==> config.mk <==
export PLATFORM = sky130hd
export DESIGN_NAME = cmct_top
export DESIGN_NICKNAME = d
export VERILOG_FILES = /design/src/pkg/cmct_pkg.sv /design/src/hw/cmct_timer.sv /design/src/hw/cmct_top.sv
export SDC_FILE = /design/constraint.sdc
export NUM_CORES = 2
export LEC_CHECK = 0
export BUFFER_PORTS_ARGS = -buffer_cell sky130_fd_sc_hd__buf_4
export CAP_MARGIN = 40
export CORE_MARGIN = 2
export CORE_UTILIZATION = 50
export CTS_BUF_LIST = sky130_fd_sc_hd__clkbuf_4 sky130_fd_sc_hd__clkbuf_8
export DETAILED_ROUTE_END_ITERATION = 6
export PLACE_DENSITY = 0.66
export REMOVE_ABC_BUFFERS = 1
export SYNTH_ARGS = -nofsm -noshare
export SYNTH_HDL_FRONTEND = slang
export SYNTH_HIERARCHICAL = 1
export SYNTH_SLANG_ARGS = --single-unit
==> constraint.sdc <==
create_clock -name ref_clk_in -period 4.42 [get_ports ref_clk_in]
set_input_delay 0.221 -clock ref_clk_in [delete_from_list [all_inputs] [get_ports ref_clk_in]]
set_output_delay 0.221 -clock ref_clk_in [all_outputs]
set_load 0.01 [all_outputs]
==> src/pkg/cmct_pkg.sv <==
// Package holding constants and types for the capture/match counter timer.
package cmct_pkg;

  // ---------------------------------------------------------------------------
  // Register map (byte addresses)
  // ---------------------------------------------------------------------------
  localparam logic [7:0] CMCT_OFF_CTRL    = 8'h00;
  localparam logic [7:0] CMCT_OFF_COUNT   = 8'h04;
  localparam logic [7:0] CMCT_OFF_PSMAX   = 8'h08;
  localparam logic [7:0] CMCT_OFF_PSCNT   = 8'h0C;
  localparam logic [7:0] CMCT_OFF_MCTL    = 8'h10;
  localparam logic [7:0] CMCT_OFF_CCTL    = 8'h14;
  localparam logic [7:0] CMCT_OFF_EMCTL   = 8'h18;
  localparam logic [7:0] CMCT_OFF_STATUS  = 8'h1C;
  localparam logic [7:0] CMCT_OFF_MASK    = 8'h20;
  localparam logic [7:0] CMCT_OFF_MATCH0  = 8'h30;
  localparam logic [7:0] CMCT_OFF_CAP0    = 8'h40;
  localparam logic [7:0] CMCT_INST_STRIDE = 8'h80;

  // ---------------------------------------------------------------------------
  // Field positions
  // ---------------------------------------------------------------------------
  localparam int CMCT_CTRL_EN     = 0;
  localparam int CMCT_CTRL_RST    = 1;
  localparam int CMCT_CTRL_CNTMD  = 2;
  localparam int CMCT_CTRL_EDGE0  = 2;
  localparam int CMCT_CTRL_SRC    = 4;
  localparam int CMCT_CTRL_CLRCAP = 5;
  localparam int CMCT_CTRL_CLREN  = 6;
  localparam int CMCT_CTRL_CLRED  = 7;
  localparam int CMCT_ST_CAP0     = 4;
  localparam int CMCT_ST_DMA0     = 6;

  // ---------------------------------------------------------------------------
  // Reset values and sizes
  // ---------------------------------------------------------------------------
  localparam logic [31:0] CMCT_RST_WORD = 32'h0000_0000;
  localparam int          CMCT_INSTANCES = 2;
  localparam int          CMCT_MATCHES   = 4;
  localparam int          CMCT_CAPS      = 2;
  localparam int          CMCT_EMOUTS    = 2;

  // Counting mode field: timer, or external edges rising/falling/both.
  typedef enum logic [1:0]
  {
    CMCT_MODE_TIMER = 2'b00,
    CMCT_MODE_RISE  = 2'b01,
    CMCT_MODE_FALL  = 2'b10,
    CMCT_MODE_BOTH  = 2'b11
  } cmct_mode_e;

  // Match pin action.
  typedef enum logic [1:0]
  {
    CMCT_EM_NONE   = 2'b00,
    CMCT_EM_LOW    = 2'b01,
    CMCT_EM_HIGH   = 2'b10,
    CMCT_EM_TOGGLE = 2'b11
  } cmct_em_e;

  // Bus slave phase.
  typedef enum logic [0:0]
  {
    CMCT_BUS_IDLE = 1'b0,
    CMCT_BUS_DATA = 1'b1
  } cmct_bus_e;

endpackage : cmct_pkg

==> src/hw/cmct_timer.sv <==
// One counter/timer instance with prescaler, capture and match logic.
`timescale 1ns/100ps
module cmct_timer
#(
  parameter int NMATCH = 4,
  parameter int NCAP   = 2
)
(
  input  wire logic              ref_clk_in,
  input  wire logic              rst_b_in,
  input  wire logic [1:0]        cap_sync_in,
  input  wire logic              wr_in,
  input  wire logic [7:0]        addr_in,
  input  wire logic [31:0]       wdata_in,
  output logic      [31:0]       rdata_out,
  output logic      [1:0]        match_pin_out,
  output logic      [1:0]        dma_req_out,
  output logic                   irq_out
);

  // ---------------------------------------------------------------------------
  // State
  // ---------------------------------------------------------------------------
  typedef struct packed
  {
    logic [7:0]             ctrl;
    logic [31:0]            count;
    logic [31:0]            psmax;
    logic [31:0]            pscnt;
    logic [11:0]            mctl;
    logic [5:0]             cctl;
    logic [3:0]             emctl;
    logic [5:0]             status;
    logic [5:0]             mask;
    logic [NMATCH-1:0][31:0] match;
    logic [NCAP-1:0][31:0]  cap;
    logic [1:0]             cap_prev;
    logic [1:0]             pin;
    logic [1:0]             dma;
  } cmct_tmr_s;

  cmct_tmr_s st_r;
  cmct_tmr_s st_nxt;

  // ---------------------------------------------------------------------------
  // Combinational update
  // ---------------------------------------------------------------------------
  // Capture edges, count tick, match hits and bus writes in one process.
  // A match is taken only on the count tick after which the count equals
  // the match value, so a stopped counter does not re-raise it each cycle.
  always_comb
  begin
    logic [1:0]        rise;
    logic [1:0]        fall;
    logic [1:0]        cap_ev;
    logic              src;
    logic              tick;
    logic              pre_wrap;
    logic [31:0]       cnt_inc;
    logic [NMATCH-1:0] hit;
    logic              do_rst;
    logic              do_stop;
    logic              cap_clr;
    logic [5:0]        ev;
    rise     = cap_sync_in & ~st_r.cap_prev;
    fall     = ~cap_sync_in & st_r.cap_prev;
    cap_ev   = '0;
    src      = 1'b0;
    tick     = 1'b0;
    pre_wrap = 1'b0;
    cnt_inc  = st_r.count + 32'h0000_0001;
    hit      = '0;
    do_rst   = 1'b0;
    do_stop  = 1'b0;
    cap_clr  = 1'b0;
    ev       = '0;
    st_nxt   = st_r;
    st_nxt.cap_prev = cap_sync_in;
    st_nxt.dma = 2'b00;
    // Capture: each channel has its own rising/falling enable.
    for (int c = 0; c < NCAP; c++)
    begin
      cap_ev[c] = (st_r.cctl[3*c] & rise[c]) | (st_r.cctl[3*c+1] & fall[c]);
      if (cap_ev[c])
      begin
        st_nxt.cap[c] = st_r.count;
        if (st_r.cctl[3*c+2])
          ev[cmct_pkg::CMCT_ST_CAP0+c] = 1'b1;
      end
    end
    // Clear on a chosen capture edge, for pulse width measurement.
    if (st_r.ctrl[cmct_pkg::CMCT_CTRL_CLREN])
    begin
      if (st_r.ctrl[cmct_pkg::CMCT_CTRL_CLRED])
        cap_clr = fall[st_r.ctrl[cmct_pkg::CMCT_CTRL_CLRCAP]];
      else
        cap_clr = rise[st_r.ctrl[cmct_pkg::CMCT_CTRL_CLRCAP]];
    end
    // Count source: bus clock, or selected capture input edges.
    src = rise[st_r.ctrl[cmct_pkg::CMCT_CTRL_SRC]] |
          fall[st_r.ctrl[cmct_pkg::CMCT_CTRL_SRC]];
    unique case (cmct_pkg::cmct_mode_e'(
      st_r.ctrl[cmct_pkg::CMCT_CTRL_CNTMD +: 2]))
      cmct_pkg::CMCT_MODE_TIMER: src = 1'b1;
      cmct_pkg::CMCT_MODE_RISE:
        src = rise[st_r.ctrl[cmct_pkg::CMCT_CTRL_SRC]];
      cmct_pkg::CMCT_MODE_FALL:
        src = fall[st_r.ctrl[cmct_pkg::CMCT_CTRL_SRC]];
      default: src = src;
    endcase
    if (st_r.ctrl[cmct_pkg::CMCT_CTRL_EN] &&
        !st_r.ctrl[cmct_pkg::CMCT_CTRL_RST] && src)
    begin
      pre_wrap = (st_r.pscnt == st_r.psmax);
      st_nxt.pscnt = pre_wrap ? 32'h0000_0000
                              : st_r.pscnt + 32'h0000_0001;
      tick = pre_wrap;
    end
    if (tick)
      st_nxt.count = cnt_inc;
    // Matches against the new count value.
    for (int m = 0; m < NMATCH; m++)
    begin
      hit[m] = tick && (cnt_inc == st_r.match[m]);
      if (hit[m])
      begin
        if (st_r.mctl[3*m])
          ev[m] = 1'b1;
        if (st_r.mctl[3*m+1])
          do_rst = 1'b1;
        if (st_r.mctl[3*m+2])
          do_stop = 1'b1;
      end
    end
    if (do_rst)
      st_nxt.count = 32'h0000_0000;
    if (do_stop)
      st_nxt.ctrl[cmct_pkg::CMCT_CTRL_EN] = 1'b0;
    // Match pins follow matches 0 and 1.
    for (int e = 0; e < 2; e++)
    begin
      if (hit[e])
      begin
        case (cmct_pkg::cmct_em_e'(st_r.emctl[2*e +: 2]))
          cmct_pkg::CMCT_EM_LOW:    st_nxt.pin[e] = 1'b0;
          cmct_pkg::CMCT_EM_HIGH:   st_nxt.pin[e] = 1'b1;
          cmct_pkg::CMCT_EM_TOGGLE: st_nxt.pin[e] = ~st_r.pin[e];
          default:                  st_nxt.pin[e] = st_r.pin[e];
        endcase
      end
    end
    // Matches 0 and 1 raise one-cycle DMA requests.
    st_nxt.dma = hit[1:0];
    if (cap_clr)
    begin
      st_nxt.count = 32'h0000_0000;
      st_nxt.pscnt = 32'h0000_0000;
    end
    // Holding the reset bit keeps count and prescaler at zero, so software
    // can restart a stopped timer from a known point.
    if (st_r.ctrl[cmct_pkg::CMCT_CTRL_RST])
    begin
      st_nxt.count = 32'h0000_0000;
      st_nxt.pscnt = 32'h0000_0000;
    end
    // Register writes; status is write-one-to-clear with set winning.
    if (wr_in)
    begin
      unique case (addr_in)
        cmct_pkg::CMCT_OFF_CTRL:   st_nxt.ctrl  = wdata_in[7:0];
        cmct_pkg::CMCT_OFF_COUNT:  st_nxt.count = wdata_in;
        cmct_pkg::CMCT_OFF_PSMAX:  st_nxt.psmax = wdata_in;
        cmct_pkg::CMCT_OFF_PSCNT:  st_nxt.pscnt = wdata_in;
        cmct_pkg::CMCT_OFF_MCTL:   st_nxt.mctl  = wdata_in[11:0];
        cmct_pkg::CMCT_OFF_CCTL:   st_nxt.cctl  = wdata_in[5:0];
        cmct_pkg::CMCT_OFF_EMCTL:  st_nxt.emctl = wdata_in[3:0];
        cmct_pkg::CMCT_OFF_STATUS:
          st_nxt.status = st_r.status & ~wdata_in[5:0];
        cmct_pkg::CMCT_OFF_MASK:   st_nxt.mask  = wdata_in[5:0];
        cmct_pkg::CMCT_OFF_MATCH0:      st_nxt.match[0] = wdata_in;
        cmct_pkg::CMCT_OFF_MATCH0 + 4:  st_nxt.match[1] = wdata_in;
        cmct_pkg::CMCT_OFF_MATCH0 + 8:  st_nxt.match[2] = wdata_in;
        cmct_pkg::CMCT_OFF_MATCH0 + 12: st_nxt.match[3] = wdata_in;
        default: st_nxt.ctrl = st_nxt.ctrl;
      endcase
    end
    st_nxt.status = st_nxt.status | ev;
  end

  // ---------------------------------------------------------------------------
  // Registers
  // ---------------------------------------------------------------------------
  // Synchronous reset brings every field to zero.
  always_ff @(posedge ref_clk_in)
  begin
    if (!rst_b_in)
      st_r <= '0;
    else
      st_r <= st_nxt;
  end

  // Read mux and outputs; the pin and DMA lines come from flip-flops.
  always_comb
  begin
    rdata_out = cmct_pkg::CMCT_RST_WORD;
    case (addr_in)
      cmct_pkg::CMCT_OFF_CTRL:    rdata_out = {24'h00_0000, st_r.ctrl};
      cmct_pkg::CMCT_OFF_COUNT:   rdata_out = st_r.count;
      cmct_pkg::CMCT_OFF_PSMAX:   rdata_out = st_r.psmax;
      cmct_pkg::CMCT_OFF_PSCNT:   rdata_out = st_r.pscnt;
      cmct_pkg::CMCT_OFF_MCTL:    rdata_out = {20'h0_0000, st_r.mctl};
      cmct_pkg::CMCT_OFF_CCTL:    rdata_out = {26'h000_0000, st_r.cctl};
      cmct_pkg::CMCT_OFF_EMCTL:   rdata_out = {28'h000_0000, st_r.emctl};
      cmct_pkg::CMCT_OFF_STATUS:  rdata_out = {26'h000_0000, st_r.status};
      cmct_pkg::CMCT_OFF_MASK:    rdata_out = {26'h000_0000, st_r.mask};
      cmct_pkg::CMCT_OFF_MATCH0:      rdata_out = st_r.match[0];
      cmct_pkg::CMCT_OFF_MATCH0 + 4:  rdata_out = st_r.match[1];
      cmct_pkg::CMCT_OFF_MATCH0 + 8:  rdata_out = st_r.match[2];
      cmct_pkg::CMCT_OFF_MATCH0 + 12: rdata_out = st_r.match[3];
      cmct_pkg::CMCT_OFF_CAP0:        rdata_out = st_r.cap[0];
      cmct_pkg::CMCT_OFF_CAP0 + 4:    rdata_out = st_r.cap[1];
      default: rdata_out = cmct_pkg::CMCT_RST_WORD;
    endcase
  end

  assign match_pin_out = st_r.pin;
  assign dma_req_out   = st_r.dma;
  assign irq_out       = |(st_r.status & st_r.mask);
endmodule : cmct_timer

==> src/hw/cmct_top.sv <==
// AHB-Lite slave holding two capture/match counter timer instances.
`timescale 1ns/100ps
module cmct_top
(
  input  wire logic        ref_clk_in,
  input  wire logic        rst_b_in,
  input  wire logic        hsel_in,
  input  wire logic [31:0] haddr_in,
  input  wire logic [1:0]  htrans_in,
  input  wire logic        hwrite_in,
  input  wire logic [2:0]  hsize_in,
  input  wire logic [31:0] hwdata_in,
  input  wire logic        hready_in,
  output logic      [31:0] hrdata_out,
  output logic             hreadyout_out,
  output logic             hresp_out,
  input  wire logic [3:0]  cap_pin_in,
  output logic      [3:0]  match_pin_out,
  output logic      [3:0]  dma_req_out,
  output logic      [1:0]  irq_out
);
// Notes on behaviour
// Two independent timer instances.
// 32-bit count through 32-bit prescaler.
// Timer mode counts bus clock cycles.
// Capture input selectable as count source.
// Two capture channels snapshot count, interrupt.
// Each capture pin feeds one channel.
// Capture event may clear count, prescaler.
// Four match registers with optional interrupt.
// Match may stop the counter.
// Match may reset the counter.
// Two match pins low/high/toggle/hold.
// Two matches issue DMA requests.
// Count steps when prescaler wraps.
// Sticky flags drive interrupt until cleared.

  // ---------------------------------------------------------------------------
  // Pin synchronisers and bus address phase
  // ---------------------------------------------------------------------------
  typedef struct packed
  {
    logic [3:0]  sync1;
    logic [3:0]  sync2;
    logic        act;
    logic        wr;
    logic [7:0]  addr;
    logic        inst;
  } cmct_top_s;

  cmct_top_s st_r;
  cmct_top_s st_nxt;
  logic [1:0][31:0] rd;

  // Address phase capture; data phase write goes to the chosen instance.
  always_comb
  begin
    st_nxt       = st_r;
    st_nxt.sync1 = cap_pin_in;
    st_nxt.sync2 = st_r.sync1;
    st_nxt.act   = hsel_in && hready_in && htrans_in[1];
    if (hsel_in && hready_in && htrans_in[1])
    begin
      st_nxt.wr   = hwrite_in;
      st_nxt.addr = haddr_in[7:0] & 8'h7F;
      st_nxt.inst = haddr_in[7];
    end
  end

  always_ff @(posedge ref_clk_in)
  begin
    if (!rst_b_in)
      st_r <= '0;
    else
      st_r <= st_nxt;
  end

  // ---------------------------------------------------------------------------
  // Instances
  // ---------------------------------------------------------------------------
  // Each instance sees its own two capture pins.
  for (genvar i = 0; i < cmct_pkg::CMCT_INSTANCES; i++)
  begin : g_inst
    cmct_timer #(.NMATCH(cmct_pkg::CMCT_MATCHES), .NCAP(cmct_pkg::CMCT_CAPS))
    u_tmr
    (
      .ref_clk_in    (ref_clk_in),
      .rst_b_in      (rst_b_in),
      .cap_sync_in   (st_r.sync2[2*i +: 2]),
      .wr_in         (st_r.act && st_r.wr && st_r.inst == 1'(i)),
      .addr_in       (st_r.addr),
      .wdata_in      (hwdata_in),
      .rdata_out     (rd[i]),
      .match_pin_out (match_pin_out[2*i +: 2]),
      .dma_req_out   (dma_req_out[2*i +: 2]),
      .irq_out       (irq_out[i])
    );
  end

  // Zero wait states, always OKAY.
  assign hreadyout_out = 1'b1;
  assign hresp_out     = 1'b0;
  assign hrdata_out    = st_r.act ? rd[st_r.inst] : 32'h0000_0000;

endmodule : cmct_top

==> flow_summary.ini <==
[route]
drtIter0Drc = 5784
wire_per_inst_um = 27.2
num_vias = 41433
wirelength_um = 174000
final_antenna_net_count = 0
drc = 2
via_per_inst = 6.47
drt-pass1-iter-count = 7

[logic_synthesis]
synth_seq_cells = 690
synth-compound-area-share_pct = 21.1
syn-cell-area_sq_mm = 0.0398
seq_area_frac_synth_pct = 34.7
yosys.area_share.simple_pct = 25.9
synth_fa_ha_area_share_pct = 0.126
synthMuxAreaShare_pct = 1.41
async_reset_ff_share_pct = 0
syn_inst = 5149
synth_top_family_by_area = simple AND/OR/NAND/NOR gates
syn_area_per_cell_sq_um = 7.74
synth_xor_area_share_pct = 11.1
synth.distinct_cells = 88
ys_warn_count = 6
synth_edf_count = 0
synth_flop_cell = dfxtp_1

[critical_path]
crit_path_end_kind = flop
cp_num_buf_inv = 2
cp_common_cell = and4_1
crit_slowest_cell = and4_1
critPathTopFamily = simple AND/OR/NAND/NOR gates
cp.depth = 12
startpoint_type = flop
r2r_cells = 12
path_class = reg2reg
cp_cell_sequence = and4_1, and4_1, nor3b_1, a2111oi_0, buf_4, nand4_1, nor4_1, nand4_2, a2bb2o_4, a211o_4, buf_12, o21ai_0
cp_data_required_time_ps = 5080
arrival_ps = 4990
cpPeakStageDelay_ps = 610
path_max_fanout = 17

[run_status]
violations = design-rule violations
outcome = finished with violations

[timing]
worstMarginPinSlew_ps = 953
clock-skew-final_ps = 48.9
period_share_pct = 97.8
fin_ws_ps = 97.1
relSlewSlack_pct = 36.3
fmax_mhz = 231
final-hold-violation-count = 0
final_max_slew_viol_count = 0
fin_crit_ps = 4320
setup_violations = 0

[cells_and_area]
fin_nets = 5346
synthToLayoutAreaGrowth_pct = 13.9
nFillCells = 7441
stdcell_count = 6404
drive_gt1_share_pct = 14.3

[floorplan]
fp.coreArea_sq_mm = 0.0790
rows = 103
io_pins = 122
die_w_um = 286
floorplan.initialDensity_pct = 50.4
dieArea_sq_mm = 0.0820
fp.dieH_um = 286

[clock_tree]
h-tree-depth = 3
clkTransAtPathRegs_ps = 60
cts_root_buf = clkbuf_8
cts-buffers-inserted = 118
cts_tree = yes
cts_sinks = 690
cts_max_path_buffers = 3
clk_latency_ps = 800

[global_route]
busiest_layer = met1
grtUsageMet2_pct = 59.3
grt_max_degree = 152
grt_pass1_wl_um = 255000
track_usage_pct = 41.2
first_global_vias = 37776
global_route.overflow_total = 0
grt_antenna_before_repair = 4
grt_use_met3_pct = 9.28
grt.met1_usage_pct = 59.4

[min_path]
whs_path_depth = 3
hp-class = in2reg

[placement]
numPlacedInstances = 6146
place.gp.congestion = 1.03
place_ws_ps = 347
port_buffers = 91
dp_hpwl_um = 126000

[power]
p_leak_nw = 15.9
powerDensity_mw_per_mm2 = 287
ir_drop_uv = 269

[flow_run]
maxCapViolations = 0
==> final timing paths <==
| kind | startpoint | to | slack [ps] |
|---|---|---|---|
| worst min-delay path | hready_in | st_r[1]$_SDFFE_PN0P_ | 70 |
| worst max-delay path | g_inst[1].u_tmr/st_r[299]$_SDFF_PN0_ | g_inst[1].u_tmr/st_r[327]$_SDFF_PN0_ | 100 |
| worst max register to register | g_inst[1].u_tmr/st_r[299]$_SDFF_PN0_ | g_inst[1].u_tmr/st_r[327]$_SDFF_PN0_ | 100 |
| worst min register to register | st_nxt[12]$_SDFF_PN0_ | st_r[12]$_SDFF_PN0_ | 430 |
==> power by group <==
part / internal (mW) / switching [mW] / leakage [nW] / total, mW
sequential: 6.23 / 0.00835 / 5.56 / 6.24
clock: 3.51 / 2.83 / 1.36 / 6.34
combinational: 0.112 / 0.325 / 8.98 / 0.437
==> worst min-delay path: stages <==
cell and delay (ps):
buf_4 100, and3_1 320, mux2i_1 180
==> sequential cells by signal, summed over array words and instances (netlist names) <==
| signal | count |
|---|---|
| g_inst.u_tmr/match_pin_out | 4 |
| st_r | 14 |
| g_inst.u_tmr/dma_req_out | 4 |
| g_inst.u_tmr/st_r | 664 |
| st_nxt | 4 |
==> metrics by stage <==
| stage | cell area (sq um) | TNS [ps] | utilization, % | power (mW) | hold slack (ps) |
|---|---|---|---|---|---|
| 6_report | 45400 | 0 | 57.5 | 13.0 | 74.4 |
| 5_1_grt | 45400 | -46.6 | 57.5 | 13.3 | 74.4 |
| 4_1_cts | 45400 | 0 | 57.4 | 13.0 | 38.8 |
| 3_5_place_dp | 42300 | 0 | 53.6 | 6.76 | 419 |
| 3_3_place_gp | 42200 | 0 | 53.5 | 6.76 | 414 |
| 2_1_floorplan | 37800 | -355750 | - | 6.50 | 330 |
==> what timing repair did <==
| item | in CTS | in global routing |
|---|---|---|
| hold buffers | 47 | 0 |
| endpoints found under the setup margin | 0 | 32 |
| gates resized for setup | 0 | 1 |
| hold endpoints to repair | 545 | 0 |
| buffers inserted | 0 | 0 |
==> Yosys cell counts (9+ instances only) <==
library cell,instances,area (sq um)
buf_4,42,315
nand4_1,94,588
clkbuf_1,319,1200
nand2_1,1269,4760
buf_1,26,97.6
a311oi_1,18,158
mux2i_1,47,470
a22o_1,68,596
and4_1,30,263
nor3_2,12,120
a21oi_1,572,2860
o2111ai_1,10,87.6
xnor3_1,18,405
o311ai_0,10,87.6
inv_1,54,203
and2_1,41,257
or3_1,12,75.1
buf_12,9,180
a221oi_1,70,613
a22oi_1,208,1560
nor2_1,203,762
o22ai_1,14,87.6
xnor2_1,254,2220
nor3_1,34,170
nand3b_1,20,150
buf_2,44,220
and3_1,44,275
o21ai_0,52,260
o21ai_2,60,526
a31oi_1,30,188
dfxtp_1,690,13800
nor3b_1,14,105
nor4_4,14,298
xor2_1,194,1700
nor4_1,54,338
nor2b_1,50,313
a222oi_1,52,521
nand3_1,176,881
nand2b_1,24,150
==> layout make-up <==
type	instances	area [sq um]	area share, %
well taps	1050	1310	2.89
flip-flops and latches	690	13800	30.4
multi-input cells	3966	23900	52.7
diodes	1	2.50	0.00551
clock inverters	21	224	0.493
clock buffers	188	2330	5.13
inverters	56	225	0.496
repair buffers	432	3560	7.84
==> cells by family after synthesis <==
family,Yosys count
AOI/OAI and AO/OA,1262
xor gates and xnor gates,470
adders and majority gates,4
buffers and inverters,497
DFF,690
muxes,53
other,2
and+or+nand+nor,2171
==> cell usage in the layout, fill, tap and decap left out, types with 18 or more instances in the layout <==
cell type,instances
nand3_1,176
a31oi_1,30
nor2b_1,50
nand2_1,1269
xnor3_1,18
a222oi_1,52
a311oi_1,18
and4_1,30
nor3_1,34
and3_1,44
o21ai_0,52
nand4_1,94
clkbuf_8,147
xnor2_1,254
o21ai_2,60
a221oi_1,70
a21oi_1,572
dfxtp_1,689
buf_4,368
dlygate4sd3_1,47
nor2_2,19
inv_1,52
nor4_1,54
xor2_1,194
and2_1,47
a22oi_1,204
nand3b_1,20
a22o_1,68
mux2i_1,47
clkbuf_4,41
nand2b_1,24
nor2_1,182
==> routing by layer <==
layer,part of all wire [%],vias to the layer above,wire length (um)
li1,-,18373,-
met1,43,20007,74200
met2,42,2622,72300
met3,12,429,20300
met4,4.2,2,7310
met5,0.0075,-,13
No activity file was read; power rests on OpenSTA's default activity.
